==> src/serial0_pkg.sv <==
package serial0_pkg;

  // Register addresses on the plain register port
  localparam logic [7:0] ADDR_STATUS_DETECT = 8'h0d;
  localparam logic [7:0] ADDR_CONTROL = 8'h20;
  localparam logic [7:0] ADDR_SHIFT_DATA = 8'h21;
  localparam logic [7:0] ADDR_IRQ_STATUS = 8'h22;
  localparam logic [7:0] ADDR_IRQ_MASK = 8'h23;

  // Control register fields
  localparam int CTRL_I2C_MODE_BIT = 0;
  localparam int CTRL_TRANSMIT_BIT = 1;
  localparam int CTRL_WAIT_RELEASE_BIT = 2;

  // Interrupt status and mask fields
  localparam int IRQ_START_BIT = 0;
  localparam int IRQ_STOP_BIT = 1;
  localparam int IRQ_EIGHT_BIT = 2;
  localparam int IRQ_NINE_BIT = 3;

  // Reset values
  localparam logic [3:0] STATUS_RESET = 4'h0;
  localparam logic [2:0] CONTROL_RESET = 3'h0;
  localparam logic [7:0] SHIFT_RESET = 8'h00;
  localparam logic [3:0] IRQ_RESET = 4'h0;
  localparam logic [1:0] PIN_IDLE = 2'h3;

  // Clock counter values
  localparam logic [3:0] COUNT_START = 4'h0;
  localparam logic [3:0] COUNT_EIGHT = 4'h8;
  localparam logic [3:0] COUNT_NINE = 4'h9;

  // Pin levels, bit 1 is the clock pin, bit 0 the data pin
  typedef struct packed {
    logic scl;
    logic sda;
  } pins_type;

  // Status detection register layout
  typedef struct packed {
    logic count_eight_flag;
    logic count_nine_flag;
    logic start_seen_flag;
    logic bus_busy_flag;
  } status_type;

  // Transfer state
  typedef enum logic [0:0] {
    XFER_IDLE = 1'b0,
    XFER_ACTIVE = 1'b1
  } xfer_state_type;

endpackage

==> src/pin_sync3.sv <==
`timescale 1ns/1ps
// Three-stage synchroniser; the output moves only once stages two and three agree
module pin_sync3
  import serial0_pkg::*;
(
  input wire logic ref_clk, // Block clock
  input wire logic sys_rst, // Asynchronous reset, active high
  input wire serial0_pkg::pins_type pin_in, // Raw pin levels
  output serial0_pkg::pins_type pin_out // Filtered pin levels
);

  pins_type stage1_reg;
  pins_type stage2_reg;
  pins_type stage3_reg;
  pins_type out_reg;

  // Idle bus levels at reset so no false edge appears on release
  always_ff @(posedge ref_clk or posedge sys_rst)
  begin
    if (sys_rst)
    begin
      stage1_reg <= PIN_IDLE;
      stage2_reg <= PIN_IDLE;
      stage3_reg <= PIN_IDLE;
    end
    else
    begin
      stage1_reg <= pin_in;
      stage2_reg <= stage1_reg;
      stage3_reg <= stage2_reg;
    end
  end

  // Each bit follows only when the two late stages agree, rejecting a one-cycle glitch
  always_ff @(posedge ref_clk or posedge sys_rst)
  begin
    if (sys_rst)
      out_reg <= PIN_IDLE;
    else
    begin
      if (stage2_reg.scl == stage3_reg.scl)
        out_reg.scl <= stage3_reg.scl;
      if (stage2_reg.sda == stage3_reg.sda)
        out_reg.sda <= stage3_reg.sda;
    end
  end

  assign pin_out = out_reg;

endmodule

==> src/cond_detect.sv <==
`timescale 1ns/1ps
// Edge and start/stop condition finder on filtered pin levels
module cond_detect
  import serial0_pkg::*;
(
  input wire logic ref_clk, // Block clock
  input wire logic sys_rst, // Asynchronous reset, active high
  input wire serial0_pkg::pins_type pins, // Filtered pin levels
  input wire logic i2c_mode, // Start/stop detection allowed only in two-wire mode; clock edges are found in both modes
  output logic scl_rise, // One-cycle pulse on clock rising edge
  output logic scl_fall, // One-cycle pulse on clock falling edge
  output logic start_evt, // One-cycle pulse on start condition
  output logic stop_evt // One-cycle pulse on stop condition
);

  pins_type prev_reg;

  // Previous levels for edge finding
  always_ff @(posedge ref_clk or posedge sys_rst)
  begin
    if (sys_rst)
      prev_reg <= PIN_IDLE;
    else
      prev_reg <= pins;
  end

  // Data moving while the clock stays high marks a condition
  assign scl_rise = pins.scl & ~prev_reg.scl;
  assign scl_fall = ~pins.scl & prev_reg.scl;
  assign start_evt = i2c_mode & pins.scl & prev_reg.scl & prev_reg.sda & ~pins.sda;
  assign stop_evt = i2c_mode & pins.scl & prev_reg.scl & ~prev_reg.sda & pins.sda;

endmodule

==> src/serial_clock_counter_and_shifter.sv <==
// The implementer's own choice: the plain strobed port.
`timescale 1ns/1ps
module serial_clock_counter_and_shifter
  import serial0_pkg::*;
(
  input wire logic ref_clk, // Block clock, 10 MHz
  input wire logic sys_rst, // Asynchronous reset, active high
  input wire logic [7:0] reg_addr, // Register address
  input wire logic [7:0] reg_wdata, // Register write data
  input wire logic reg_wr, // Write strobe
  input wire logic reg_rd, // Read strobe
  output logic [7:0] reg_rdata, // Read data, valid the cycle after the strobe
  input wire serial0_pkg::pins_type pin_in, // Clock and data pin levels
  output logic sda_out, // Data pin output level
  output logic sda_oe, // Data pin output enable, high while driving
  output logic irq // Level interrupt
);

  pins_type pins_s;
  logic scl_rise;
  logic scl_fall;
  logic start_evt;
  logic stop_evt;
  logic i2c_mode_reg;
  logic transmit_reg;
  xfer_state_type xfer_reg;
  xfer_state_type xfer_next;
  logic [3:0] cnt_reg;
  logic [3:0] cnt_next;
  logic [3:0] count_last;
  status_type status_reg;
  status_type status_view;
  logic [7:0] shift_reg;
  logic sda_out_reg;
  logic [3:0] irq_stat_reg;
  logic [3:0] irq_mask_reg;
  logic [3:0] irq_events;
  logic [7:0] rdata_reg;
  logic load_shift;

  // Address match used by both the write and read paths
  function automatic logic hit(input logic [7:0] addr, input logic [7:0] target);
    hit = (addr == target);
  endfunction

  // Pins cross into the block clock; the clock pin itself is sampled here
  pin_sync3 u_sync (
    .ref_clk(ref_clk),
    .sys_rst(sys_rst),
    .pin_in(pin_in),
    .pin_out(pins_s)
  );

  cond_detect u_cond (
    .ref_clk(ref_clk),
    .sys_rst(sys_rst),
    .pins(pins_s),
    .i2c_mode(i2c_mode_reg),
    .scl_rise(scl_rise),
    .scl_fall(scl_fall),
    .start_evt(start_evt),
    .stop_evt(stop_evt)
  );

  // Control register writes
  always_ff @(posedge ref_clk or posedge sys_rst)
  begin
    if (sys_rst)
    begin
      i2c_mode_reg <= CONTROL_RESET[CTRL_I2C_MODE_BIT];
      transmit_reg <= CONTROL_RESET[CTRL_TRANSMIT_BIT];
    end
    else if (reg_wr && hit(reg_addr, ADDR_CONTROL))
    begin
      i2c_mode_reg <= reg_wdata[CTRL_I2C_MODE_BIT];
      transmit_reg <= reg_wdata[CTRL_TRANSMIT_BIT];
    end
  end

  // Counter wraps after its last count; bus mode adds the ninth acknowledge clock
  assign count_last = i2c_mode_reg ? COUNT_NINE : COUNT_EIGHT;

  always_comb
  begin
    cnt_next = cnt_reg;
    if (start_evt)
      cnt_next = COUNT_START;
    else if (scl_rise)
    begin
      if (cnt_reg >= count_last)
        cnt_next = COUNT_START + 4'h1;
      else
        cnt_next = cnt_reg + 4'h1;
    end
  end

  always_ff @(posedge ref_clk or posedge sys_rst)
  begin
    if (sys_rst)
      cnt_reg <= COUNT_START;
    else
      cnt_reg <= cnt_next;
  end

  // Transfer runs from the wait release write to the last count of the byte
  always_comb
  begin
    xfer_next = xfer_reg;
    case (xfer_reg)
      XFER_IDLE:
        if (reg_wr && hit(reg_addr, ADDR_CONTROL) && reg_wdata[CTRL_WAIT_RELEASE_BIT])
          xfer_next = XFER_ACTIVE;
      XFER_ACTIVE:
        if (reg_wr && hit(reg_addr, ADDR_CONTROL) && !reg_wdata[CTRL_WAIT_RELEASE_BIT])
          xfer_next = XFER_IDLE;
        else if (scl_rise && cnt_next == count_last)
          xfer_next = XFER_IDLE;
      default:
        xfer_next = XFER_IDLE;
    endcase
  end

  always_ff @(posedge ref_clk or posedge sys_rst)
  begin
    if (sys_rst)
      xfer_reg <= XFER_IDLE;
    else
      xfer_reg <= xfer_next;
  end

  // Bus state flags; cleared and held at zero outside bus mode
  always_ff @(posedge ref_clk or posedge sys_rst)
  begin
    if (sys_rst)
      status_reg <= STATUS_RESET;
    else if (!i2c_mode_reg)
      status_reg <= STATUS_RESET;
    else
    begin
      if (start_evt)
        status_reg.bus_busy_flag <= 1'b1;
      else if (stop_evt)
        status_reg.bus_busy_flag <= 1'b0;
      if (start_evt)
        status_reg.start_seen_flag <= 1'b1;
      else if (scl_rise && cnt_next == COUNT_NINE)
        status_reg.start_seen_flag <= 1'b0;
      status_reg.count_nine_flag <= (cnt_next == COUNT_NINE);
      status_reg.count_eight_flag <= (cnt_next == COUNT_EIGHT);
    end
  end

  // The register is shown through a mode gate so a mode change reads zero at once
  assign status_view = i2c_mode_reg ? status_reg : STATUS_RESET;

  // Buffer load is honoured even mid transfer; software is expected not to do it
  assign load_shift = reg_wr && hit(reg_addr, ADDR_SHIFT_DATA);

  // Shift register: rising edge captures into the LSB
  always_ff @(posedge ref_clk or posedge sys_rst)
  begin
    if (sys_rst)
      shift_reg <= SHIFT_RESET;
    else if (load_shift)
      shift_reg <= reg_wdata;
    else if (scl_rise)
      shift_reg <= {shift_reg[6:0], pins_s.sda};
  end

  // Outgoing bit follows the MSB at each falling edge while transmitting
  always_ff @(posedge ref_clk or posedge sys_rst)
  begin
    if (sys_rst)
      sda_out_reg <= 1'b1;
    else if (load_shift)
      sda_out_reg <= reg_wdata[7];
    else if (scl_fall && transmit_reg && xfer_reg == XFER_ACTIVE)
      sda_out_reg <= shift_reg[7];
  end

  assign sda_out = sda_out_reg;
  assign sda_oe = transmit_reg && (xfer_reg == XFER_ACTIVE);

  // Interrupt events; sticky status, read clears but a new event wins
  assign irq_events[IRQ_START_BIT] = start_evt;
  assign irq_events[IRQ_STOP_BIT] = stop_evt;
  assign irq_events[IRQ_EIGHT_BIT] = scl_rise && cnt_next == COUNT_EIGHT;
  assign irq_events[IRQ_NINE_BIT] = scl_rise && cnt_next == COUNT_NINE;

  always_ff @(posedge ref_clk or posedge sys_rst)
  begin
    if (sys_rst)
      irq_stat_reg <= IRQ_RESET;
    else if (reg_rd && hit(reg_addr, ADDR_IRQ_STATUS))
      irq_stat_reg <= irq_events;
    else
      irq_stat_reg <= irq_stat_reg | irq_events;
  end

  always_ff @(posedge ref_clk or posedge sys_rst)
  begin
    if (sys_rst)
      irq_mask_reg <= IRQ_RESET;
    else if (reg_wr && hit(reg_addr, ADDR_IRQ_MASK))
      irq_mask_reg <= reg_wdata[3:0];
  end

  assign irq = |(irq_stat_reg & irq_mask_reg);

  // Read path; status detection has no write decode at all, the counter no address
  always_ff @(posedge ref_clk or posedge sys_rst)
  begin
    if (sys_rst)
      rdata_reg <= 8'h00;
    else if (reg_rd)
    begin
      case (reg_addr)
        ADDR_STATUS_DETECT: rdata_reg <= {4'h0, status_view};
        ADDR_CONTROL: rdata_reg <= {5'h00, (xfer_reg == XFER_ACTIVE), transmit_reg,
                                    i2c_mode_reg};
        ADDR_SHIFT_DATA: rdata_reg <= shift_reg;
        ADDR_IRQ_STATUS: rdata_reg <= {4'h0, irq_stat_reg};
        ADDR_IRQ_MASK: rdata_reg <= {4'h0, irq_mask_reg};
        default: rdata_reg <= 8'h00;
      endcase
    end
    else
      rdata_reg <= 8'h00;
  end

  assign reg_rdata = rdata_reg;

  // Checks next to the logic above
  a_status_serial_zero:
    assert property (@(posedge ref_clk) disable iff (sys_rst)
      !i2c_mode_reg |=> (status_reg == STATUS_RESET))
    else $error("status detection not zero in serial mode");

  a_busy_after_start:
    assert property (@(posedge ref_clk) disable iff (sys_rst)
      (i2c_mode_reg && start_evt) ##1 i2c_mode_reg |-> status_reg.bus_busy_flag)
    else $error("busy flag not set after start");

  a_busy_after_stop:
    assert property (@(posedge ref_clk) disable iff (sys_rst)
      (i2c_mode_reg && stop_evt && !start_evt) |=> !status_reg.bus_busy_flag)
    else $error("busy flag not cleared after stop");

  a_start_clear_nine:
    assert property (@(posedge ref_clk) disable iff (sys_rst)
      (i2c_mode_reg && scl_rise && cnt_reg == COUNT_EIGHT && !start_evt)
      |=> !status_reg.start_seen_flag && status_reg.count_nine_flag)
    else $error("start flag not cleared at count nine");

  a_count_step:
    assert property (@(posedge ref_clk) disable iff (sys_rst)
      (scl_rise && !start_evt && cnt_reg == 4'h3) |=> (cnt_reg == 4'h4))
    else $error("counter did not advance on rising edge");

  a_count_hold:
    assert property (@(posedge ref_clk) disable iff (sys_rst)
      (!scl_rise && !start_evt) |=> $stable(cnt_reg))
    else $error("counter moved without a rising edge");

  a_count_clear_start:
    assert property (@(posedge ref_clk) disable iff (sys_rst)
      start_evt |=> (cnt_reg == COUNT_START))
    else $error("counter not cleared by start");

  a_capture_lsb:
    assert property (@(posedge ref_clk) disable iff (sys_rst)
      (scl_rise && !load_shift) |=> shift_reg[0] == $past(pins_s.sda)
      && shift_reg[7:1] == $past(shift_reg[6:0]))
    else $error("serial data not captured into LSB");

  a_msb_drive:
    assert property (@(posedge ref_clk) disable iff (sys_rst)
      (scl_fall && transmit_reg && xfer_reg == XFER_ACTIVE && !load_shift)
      |=> sda_out == $past(shift_reg[7]))
    else $error("MSB not driven on falling edge");

  a_eight_flag:
    assert property (@(posedge ref_clk) disable iff (sys_rst)
      (i2c_mode_reg && scl_rise && !start_evt && cnt_reg == 4'h7) ##1 i2c_mode_reg
      |-> status_view.count_eight_flag)
    else $error("eight-count flag missing");

endmodule

==> config.mk <==
export PLATFORM = sky130hd
export DESIGN_NAME = serial_clock_counter_and_shifter
export DESIGN_NICKNAME = d
export VERILOG_FILES = /design/src/serial0_pkg.sv /design/src/pin_sync3.sv /design/src/cond_detect.sv /design/src/serial_clock_counter_and_shifter.sv
export SDC_FILE = /design/constraint.sdc
export NUM_CORES = 1
export LEC_CHECK = 0
export BUFFER_PORTS_ARGS = -buffer_cell sky130_fd_sc_hd__clkbuf_2
export CAP_MARGIN = 20
export CORE_AREA = 3 3 70 72
export DETAILED_ROUTE_END_ITERATION = 6
export DIE_AREA = 0 0 73 75
export GPL_TIMING_DRIVEN = 0
export PLACE_DENSITY = 0.72
export SLEW_MARGIN = 20
export SYNTH_ARGS = -nofsm -noshare
export SYNTH_HDL_FRONTEND = slang
export SYNTH_SLANG_ARGS = --single-unit
export TNS_END_PERCENT = 1
==> constraint.sdc <==
create_clock -name ref_clk -period 1.8 [get_ports ref_clk]
set_input_delay 0.36 -clock ref_clk [delete_from_list [all_inputs] [get_ports ref_clk]]
set_output_delay 0.36 -clock ref_clk [all_outputs]
set_load 0.02 [all_outputs]
Word-level counts from Yosys, hierarchy flattened
Cells that the tools add are included.

storage, ports and cells
  register bits after elaboration = 46
  input bits = 22
  output and inout bits = 11
  logic and storage cells = 89

operators by class
  add/subtract/negate cells = 1
  order comparisons = 1
  eq/ne operators = 12
  mux-type cells = 21
  bitwise logic cells = 15
  reductions and logical operators = 16

operators with widths
  operator                                                                 count
  8-bit one-hot mux with 5 select lines                                    1
  8-bit by 6-bit equality test with 1-bit output, second input constant    4
  4-bit two-way mux                                                        6
  8-bit two-way mux                                                        3
  1-bit logical AND                                                        12
  1-bit two-way mux                                                        10
  1-bit AND                                                                8
  4-bit equality test, second input constant                               2
  8-bit by 4-bit equality test with 1-bit output, second input constant    1
  1-bit NOT                                                                5
  4-bit by 1-bit adder with 4-bit output, second input constant            1
  4-bit AND                                                                1
  4-bit equality test                                                      1
  4-bit greater-or-equal comparator                                        1
  4-bit OR                                                                 1
  2-bit nonzero test                                                       2
  4-bit OR reduction                                                       1
  3-bit by 2-bit inequality test with 1-bit output, second input constant  1
  3-bit inequality test, second input constant                             1
  1-bit equality test                                                      2
  1-bit one-hot mux with 2 select lines                                    1
  1-bit logical NOT                                                        1

Logic depth before layout (Yosys ltp)
  depth after elaboration = 10
  gate-level depth with buffers = 8
  mapped depth without buffers = 8

Hierarchy
From an unflattened synthesis, not the netlist that was laid out.

unflattened totals
  cell total of the unflattened synthesis = 175
  area, all modules = 2,159.6 um^2

modules (own cells, without submodules)
  module                            instances  cells an instance  area each (um^2)  seq. area each (um^2)
  serial_clock_counter_and_shifter  1          156                1,814.2           902.1
  pin_sync3                         1          11                 236.5             210.2
  cond_detect                       1          8                  108.9             52.6

Worst setup path after synthesis
Ideal clock, no wire load.

  path type = flip-flop to flip-flop
  from = reg cnt_reg[0]
  to = reg xfer_reg
  setup time = 77 ps
  arrival = 1,722 ps
  required time = 1,723 ps
  setup slack = 1 ps
  cell stages (with the launch flop) = 8
  buffers on the path = 0
  period minus slack after synthesis = 1,799 ps
  cells stage by stage = dfrtp_1 inv_1 ha_1 or4b_4 a21oi_2 a2bb2oi_2 o22ai_1 a21oi_1

on the way
  longest elaborated chain between the ends = 9
  elaborated cells on any way between the ends = 10
  those cells by class = 1 x add/sub; 1 x order compare; 1 x eq/ne; 6 x mux; 1 x reduce/logical

ends and longest elaborated chain
  what                                                                                         line                                                                            text
  from (decl)                                                                                  serial_clock_counter_and_shifter.sv:28                                          logic [3:0] cnt_reg;
  from (signal assigned)                                                                       serial_clock_counter_and_shifter.sv:102                                         cnt_reg <= cnt_next;
  4-bit by 1-bit adder with 4-bit output or 4-bit greater-or-equal comparator (tied branches)  serial_clock_counter_and_shifter.sv:93, serial_clock_counter_and_shifter.sv:90
  4-bit two-way mux                                                                            serial_clock_counter_and_shifter.sv:90                                          if (cnt_reg >= count_last)
  4-bit two-way mux *                                                                          serial_clock_counter_and_shifter.sv:88                                          else if (scl_rise)
  4-bit two-way mux *                                                                          serial_clock_counter_and_shifter.sv:86                                          if (start_evt)
  4-bit equality test *                                                                        serial_clock_counter_and_shifter.sv:116                                         else if (scl_rise && cnt_next == count_last)
  1-bit logical AND *                                                                          serial_clock_counter_and_shifter.sv:116
  1-bit two-way mux *                                                                          serial_clock_counter_and_shifter.sv:116
  1-bit two-way mux *                                                                          serial_clock_counter_and_shifter.sv:114                                         if (reg_wr && hit(reg_addr, ADDR_CONTROL) && !reg_wdata[CTRL_WAIT_RELEASE_BIT])
  1-bit one-hot mux with 2 select lines *                                                      serial_clock_counter_and_shifter.sv:109                                         case (xfer_reg)
  via xfer_next                                                                                serial_clock_counter_and_shifter.sv:27                                          xfer_state_type xfer_next;
  to (signal assigned)                                                                         serial_clock_counter_and_shifter.sv:128                                         xfer_reg <= xfer_next;
  to (decl)                                                                                    serial_clock_counter_and_shifter.sv:26                                          xfer_state_type xfer_reg;

Mark *: on every way through the listed nets, which the timed path passes. The rest lies on a longest branch.
A chain may end at the register's enable or synchronous reset.

Final worst setup path
Same ends and word-level chain as after synthesis.

==> impl_table.tex <==
\begin{tabular}{lr}
\hline
Metric & Value \\
\hline
\multicolumn{2}{l}{\textbf{Die}} \\
\quad Core area & 4350 sq um \\
\quad Die Wd & 73 um \\
\quad Chip Height & 75 um \\
\quad Starting Density & 48.6\% \\
\quad Top-level port count & 33 \\
\quad Total Die Area & 5480 sq um \\
\quad Number of placement rows & 24 \\
\multicolumn{2}{l}{\textbf{Logic synthesis}} \\
\quad Count of state elements after synthesis & 46 \\
\quad Share of Yosys cell area claimed by the top area cell type & 41.4\% \\
\quad Synthesized area divided by synthesized cell count & 10.5 sq um \\
\quad Share of flip-flops with an asynchronous set or reset after synthesis & 100\% \\
\quad Number of cells produced by synthesis & 201 \\
\quad Count leader, synth & sky130\_fd\_sc\_hd\_\_dfrtp\_1 \\
\quad Top\_reg\_cell synth & sky130\_fd\_sc\_hd\_\_dfrtp\_1 \\
\quad Area of the mapped netlist & 2110 sq um \\
\quad Syn nets & 225 \\
\quad Count of yosys warnings during synthesis & 0 \\
\quad Post-synth top cells & sky130\_fd\_sc\_hd\_\_dfrtp\_1 (35), sky130\_fd\_sc\_hd\_\_nand2\_1 (33), sky130\_fd\_sc\_hd\_\_nor2\_1 (23), sky130\_fd\_sc\_hd\_\_dfstp\_2 (11) \\
\quad Dominant cell type by area after synthesis & sky130\_fd\_sc\_hd\_\_dfrtp\_1 \\
\quad Main area contributors after synthesis & sky130\_fd\_sc\_hd\_\_dfrtp\_1 (41\%), sky130\_fd\_sc\_hd\_\_dfstp\_2 (14\%), sky130\_fd\_sc\_hd\_\_nand2\_1 (5.9\%) \\
\quad Synth cell types & 46 \\
\quad Count of flip-flops with a built-in enable after synthesis & 0 \\
\quad Proportion of synthesized chip area in sequential cells & 55.1\% \\
\multicolumn{2}{l}{\textbf{STA}} \\
\quad Setup repair after global routing missed its margin & yes \\
\quad Fmax & 549 MHz \\
\quad Worst-Margin Slew & 496 ps \\
\quad Share of the clock period used by the worst path after layout & 101\% \\
\quad Pins Over Slew Limit & 0 \\
\quad Clock period minus final worst setup slack & 1820 ps \\
\quad Largest clock skew in the final design & 4.69 ps \\
\quad Final hold violation count & 0 \\
\quad Remaining max-slew budget at the tightest pin & 67.0\% \\
\quad Final setup violation count & 3 \\
\quad Setup slack after layout & -23.0 ps \\
\multicolumn{2}{l}{\textbf{Outcome}} \\
\quad Run status & finished, violations left \\
\quad Violated checks & negative setup slack \\
\multicolumn{2}{l}{\textbf{Route}} \\
\quad Number of nets with antenna violations after routing & 0 \\
\quad Residual DRC count & 0 \\
\quad Detail-routed net length per standard cell & 15.4 um \\
\quad Routed wire length & 4550 um \\
\quad Number of vias in the routed layout & 1575 \\
\quad First-pass detailed-route iteration total & 4 \\
\quad Via density & 5.32 \\
\quad Violation count after the first detailed-routing iteration & 89 \\
\multicolumn{2}{l}{\textbf{Global routing}} \\
\quad Vias in the first global route & 1528 \\
\quad Global-route total usage across every layer & 18.5\% \\
\quad Remaining global-route overflow & 0 \\
\quad First-pass GRT wire length & 7530 um \\
\quad Number of antenna violations at the first check in global routing & 0 \\
\quad Largest net degree at the start of global routing & 33 \\
\multicolumn{2}{l}{\textbf{Power}} \\
\quad Power density over the cells & 1050 nW/um\^{}2 \\
\quad Combinational Power Share & 25.6\% \\
\quad Internal power & 1780 uW \\
\quad Fraction of power spent switching nets & 32.8\% \\
\quad Net switching power of the design & 868 uW \\
\quad Sequential cell fraction of total power & 50.7\% \\
\quad Peak supply drop & 0.653 mV \\
\quad Clk network pwr share & 23.7\% \\
\quad Standby leakage power & 0.00118 uW \\
\multicolumn{2}{l}{\textbf{Setup path}} \\
\quad Type of origin of the critical path & flip-flop \\
\quad Number of buffers and inverters on the critical path & 1 \\
\quad Critical setup path kind & reg2reg \\
\quad Highest-delay cell along the critical path & sky130\_fd\_sc\_hd\_\_or4b\_4 \\
\quad Delay of the slowest cell on the worst path & 520 ps \\
\quad Critical path capture point type & flip-flop \\
\quad Critical path, cell by cell & inv\_2 -> ha\_4 -> or4b\_4 -> a21oi\_2 -> a2bb2oi\_2 -> o22ai\_1 -> a21oi\_1 \\
\quad Arr. time, crit path & 2060 ps \\
\quad Required time at the endpoint of the critical path & 2030 ps \\
\quad Maximum fanout along the worst path & 3 \\
\quad Family of cells with the greatest summed delay on the critical path & simple AND/OR/NAND/NOR gates \\
\multicolumn{2}{l}{\textbf{Clock tree}} \\
\quad Clock tree from TritonCTS & built \\
\quad Clk Latency, worst-skew pair & 300 ps \\
\quad Clk root buf & sky130\_fd\_sc\_hd\_\_clkbuf\_8 \\
\quad Clk slew on worst S/H paths & 80 ps \\
\quad Number of buffers created by CTS & 5 \\
\quad Sinks on Clock Net & 46 \\
\quad Maximum root-to-sink buffer count & 2 \\
\quad H-tree lvl count & 2 \\
\multicolumn{2}{l}{\textbf{Placement}} \\
\quad Inst Count DP & 284 \\
\quad Half-perimeter wire length after detailed placement & 3240 um \\
\quad Count of buffers from port buffering & 30 \\
\quad Placer Congestion & 0.879 \\
\quad Worst slack at placement & -224 ps \\
\multicolumn{2}{l}{\textbf{Min path}} \\
\quad Worst Hold Class & in2reg \\
\multicolumn{2}{l}{\textbf{Cells and area}} \\
\quad Layout Area Growth over Synthesis & 19.8\% \\
\quad Layout cells sized above 1 & 36.9\% \\
\quad Final Net Count & 267 \\
\quad Fill count & 351 \\
\quad Count of non-filler cells in the finished layout & 296 \\
\quad Antenna Cells & 0 \\
\multicolumn{2}{l}{\textbf{Job}} \\
\quad Max-cap violation count & 0 \\
\hline
\end{tabular}
-- cell families after synthesis --
family / share of synthesized area (%)
compound gates: 11.4
xor+xnor: 0.414
fa+ha+maj: 2.13
buf+inv: 3.43
flops: 55.1
mux: 7.40
simple gates: 20.2
-- final timing paths --
path | from | to | slack [ps] | cells past startpoint
worst max-delay path | cnt_reg[0]$_DFF_PP0_ | xfer_reg$_DFF_PP0_ | -20 | 7
worst min-delay path | pin_in[0] | u_sync.stage1_reg[0]$_DFF_PP1_ | 130 | 1
worst max register to register | cnt_reg[0]$_DFF_PP0_ | xfer_reg$_DFF_PP0_ | -20 | 7
worst min register to register | u_sync.stage1_reg[0]$_DFF_PP1_ | u_sync.stage2_reg[0]$_DFF_PP1_ | 360 | 0
max in group asynchronous | sys_rst | u_cond.prev_reg[0]$_DFF_PP1_ | 710 | 4
min in group asynchronous | sys_rst | shift_reg[7]$_DFFE_PP0P_ | 550 | 3
-- timing repair --
| item | 4_1_cts | 5_1_grt |
|---|---|---|
| pin swaps | 5 | 4 |
| gates cloned | 0 | 0 |
| setup endpoints to repair | 10 | 10 |
| resized for setup | 8 | 9 |
| buffers inserted | 3 | 0 |
| hold buffers | 1 | 0 |
| endpoints found under the hold margin | 6 | 0 |
-- cells in the final DEF, fill, tap and decap left out, types with 5 or more instances in the layout --
master,count
sky130_fd_sc_hd__inv_1,6
sky130_fd_sc_hd__dfrtp_1,34
sky130_fd_sc_hd__o21ai_0,6
sky130_fd_sc_hd__nor2_1,22
sky130_fd_sc_hd__nand2_1,32
sky130_fd_sc_hd__mux2_2,7
sky130_fd_sc_hd__dfstp_2,11
sky130_fd_sc_hd__clkbuf_2,31
sky130_fd_sc_hd__nand3_1,5
sky130_fd_sc_hd__clkbuf_8,5
sky130_fd_sc_hd__a31oi_1,9
-- worst register-to-register path, cell delays in order (launching register included) --
cell and delay, ps:
sky130_fd_sc_hd__dfrtp_2 440, sky130_fd_sc_hd__inv_2 90, sky130_fd_sc_hd__ha_4 200, sky130_fd_sc_hd__or4b_4 520, sky130_fd_sc_hd__a21oi_2 170, sky130_fd_sc_hd__a2bb2oi_2 130, sky130_fd_sc_hd__o22ai_1 80, sky130_fd_sc_hd__a21oi_1 130
-- metal layers --
metal | routed length, um | global-route usage (%) | vias up
met5 | 0 | 0 | -
met4 | 55 | 6.15 | 0
met3 | 200 | 4.81 | 5
met2 | 2110 | 28.1 | 37
met1 | 2190 | 26.2 | 747
li1 | - | - | 786
-- final cells by class --
cell class	instances	area (sq um)	share of cell area (%)
multi-input cells	138	935	36.9
repair buffers	35	203	8.00
clock inverters	3	21.3	0.840
inverters	9	33.8	1.33
plain buffers	8	40.0	1.58
flip-flops and latches	46	1170	46.0
well taps	52	65.1	2.57
clock buffers	5	68.8	2.72
-- per-stage QoR --
stage                     util [%]  total power [uW]  hold WS [ps]  cell area (sq um)  TNS (ps)
after floorplan                  -              1740           345               2110         0
after global placement        53.5              1880           349               2330     -6530
after detailed placement      54.0              1910           332               2350     -1070
after CTS                     57.4              2610           122               2500     -59.0
after global routing          58.2              2810           118               2530      -382
final                         58.2              2650           132               2530     -26.3
-- power by group through the flow --
stage | clock network, uW | logic (uW) | registers (uW)
floorplan | 0 | 425 | 1310
global placement | 0 | 529 | 1360
detailed placement | 0 | 546 | 1360
CTS | 647 | 636 | 1330
global route | 683 | 759 | 1370
finish | 629 | 677 | 1340
(Power assumes the default switching activity.)
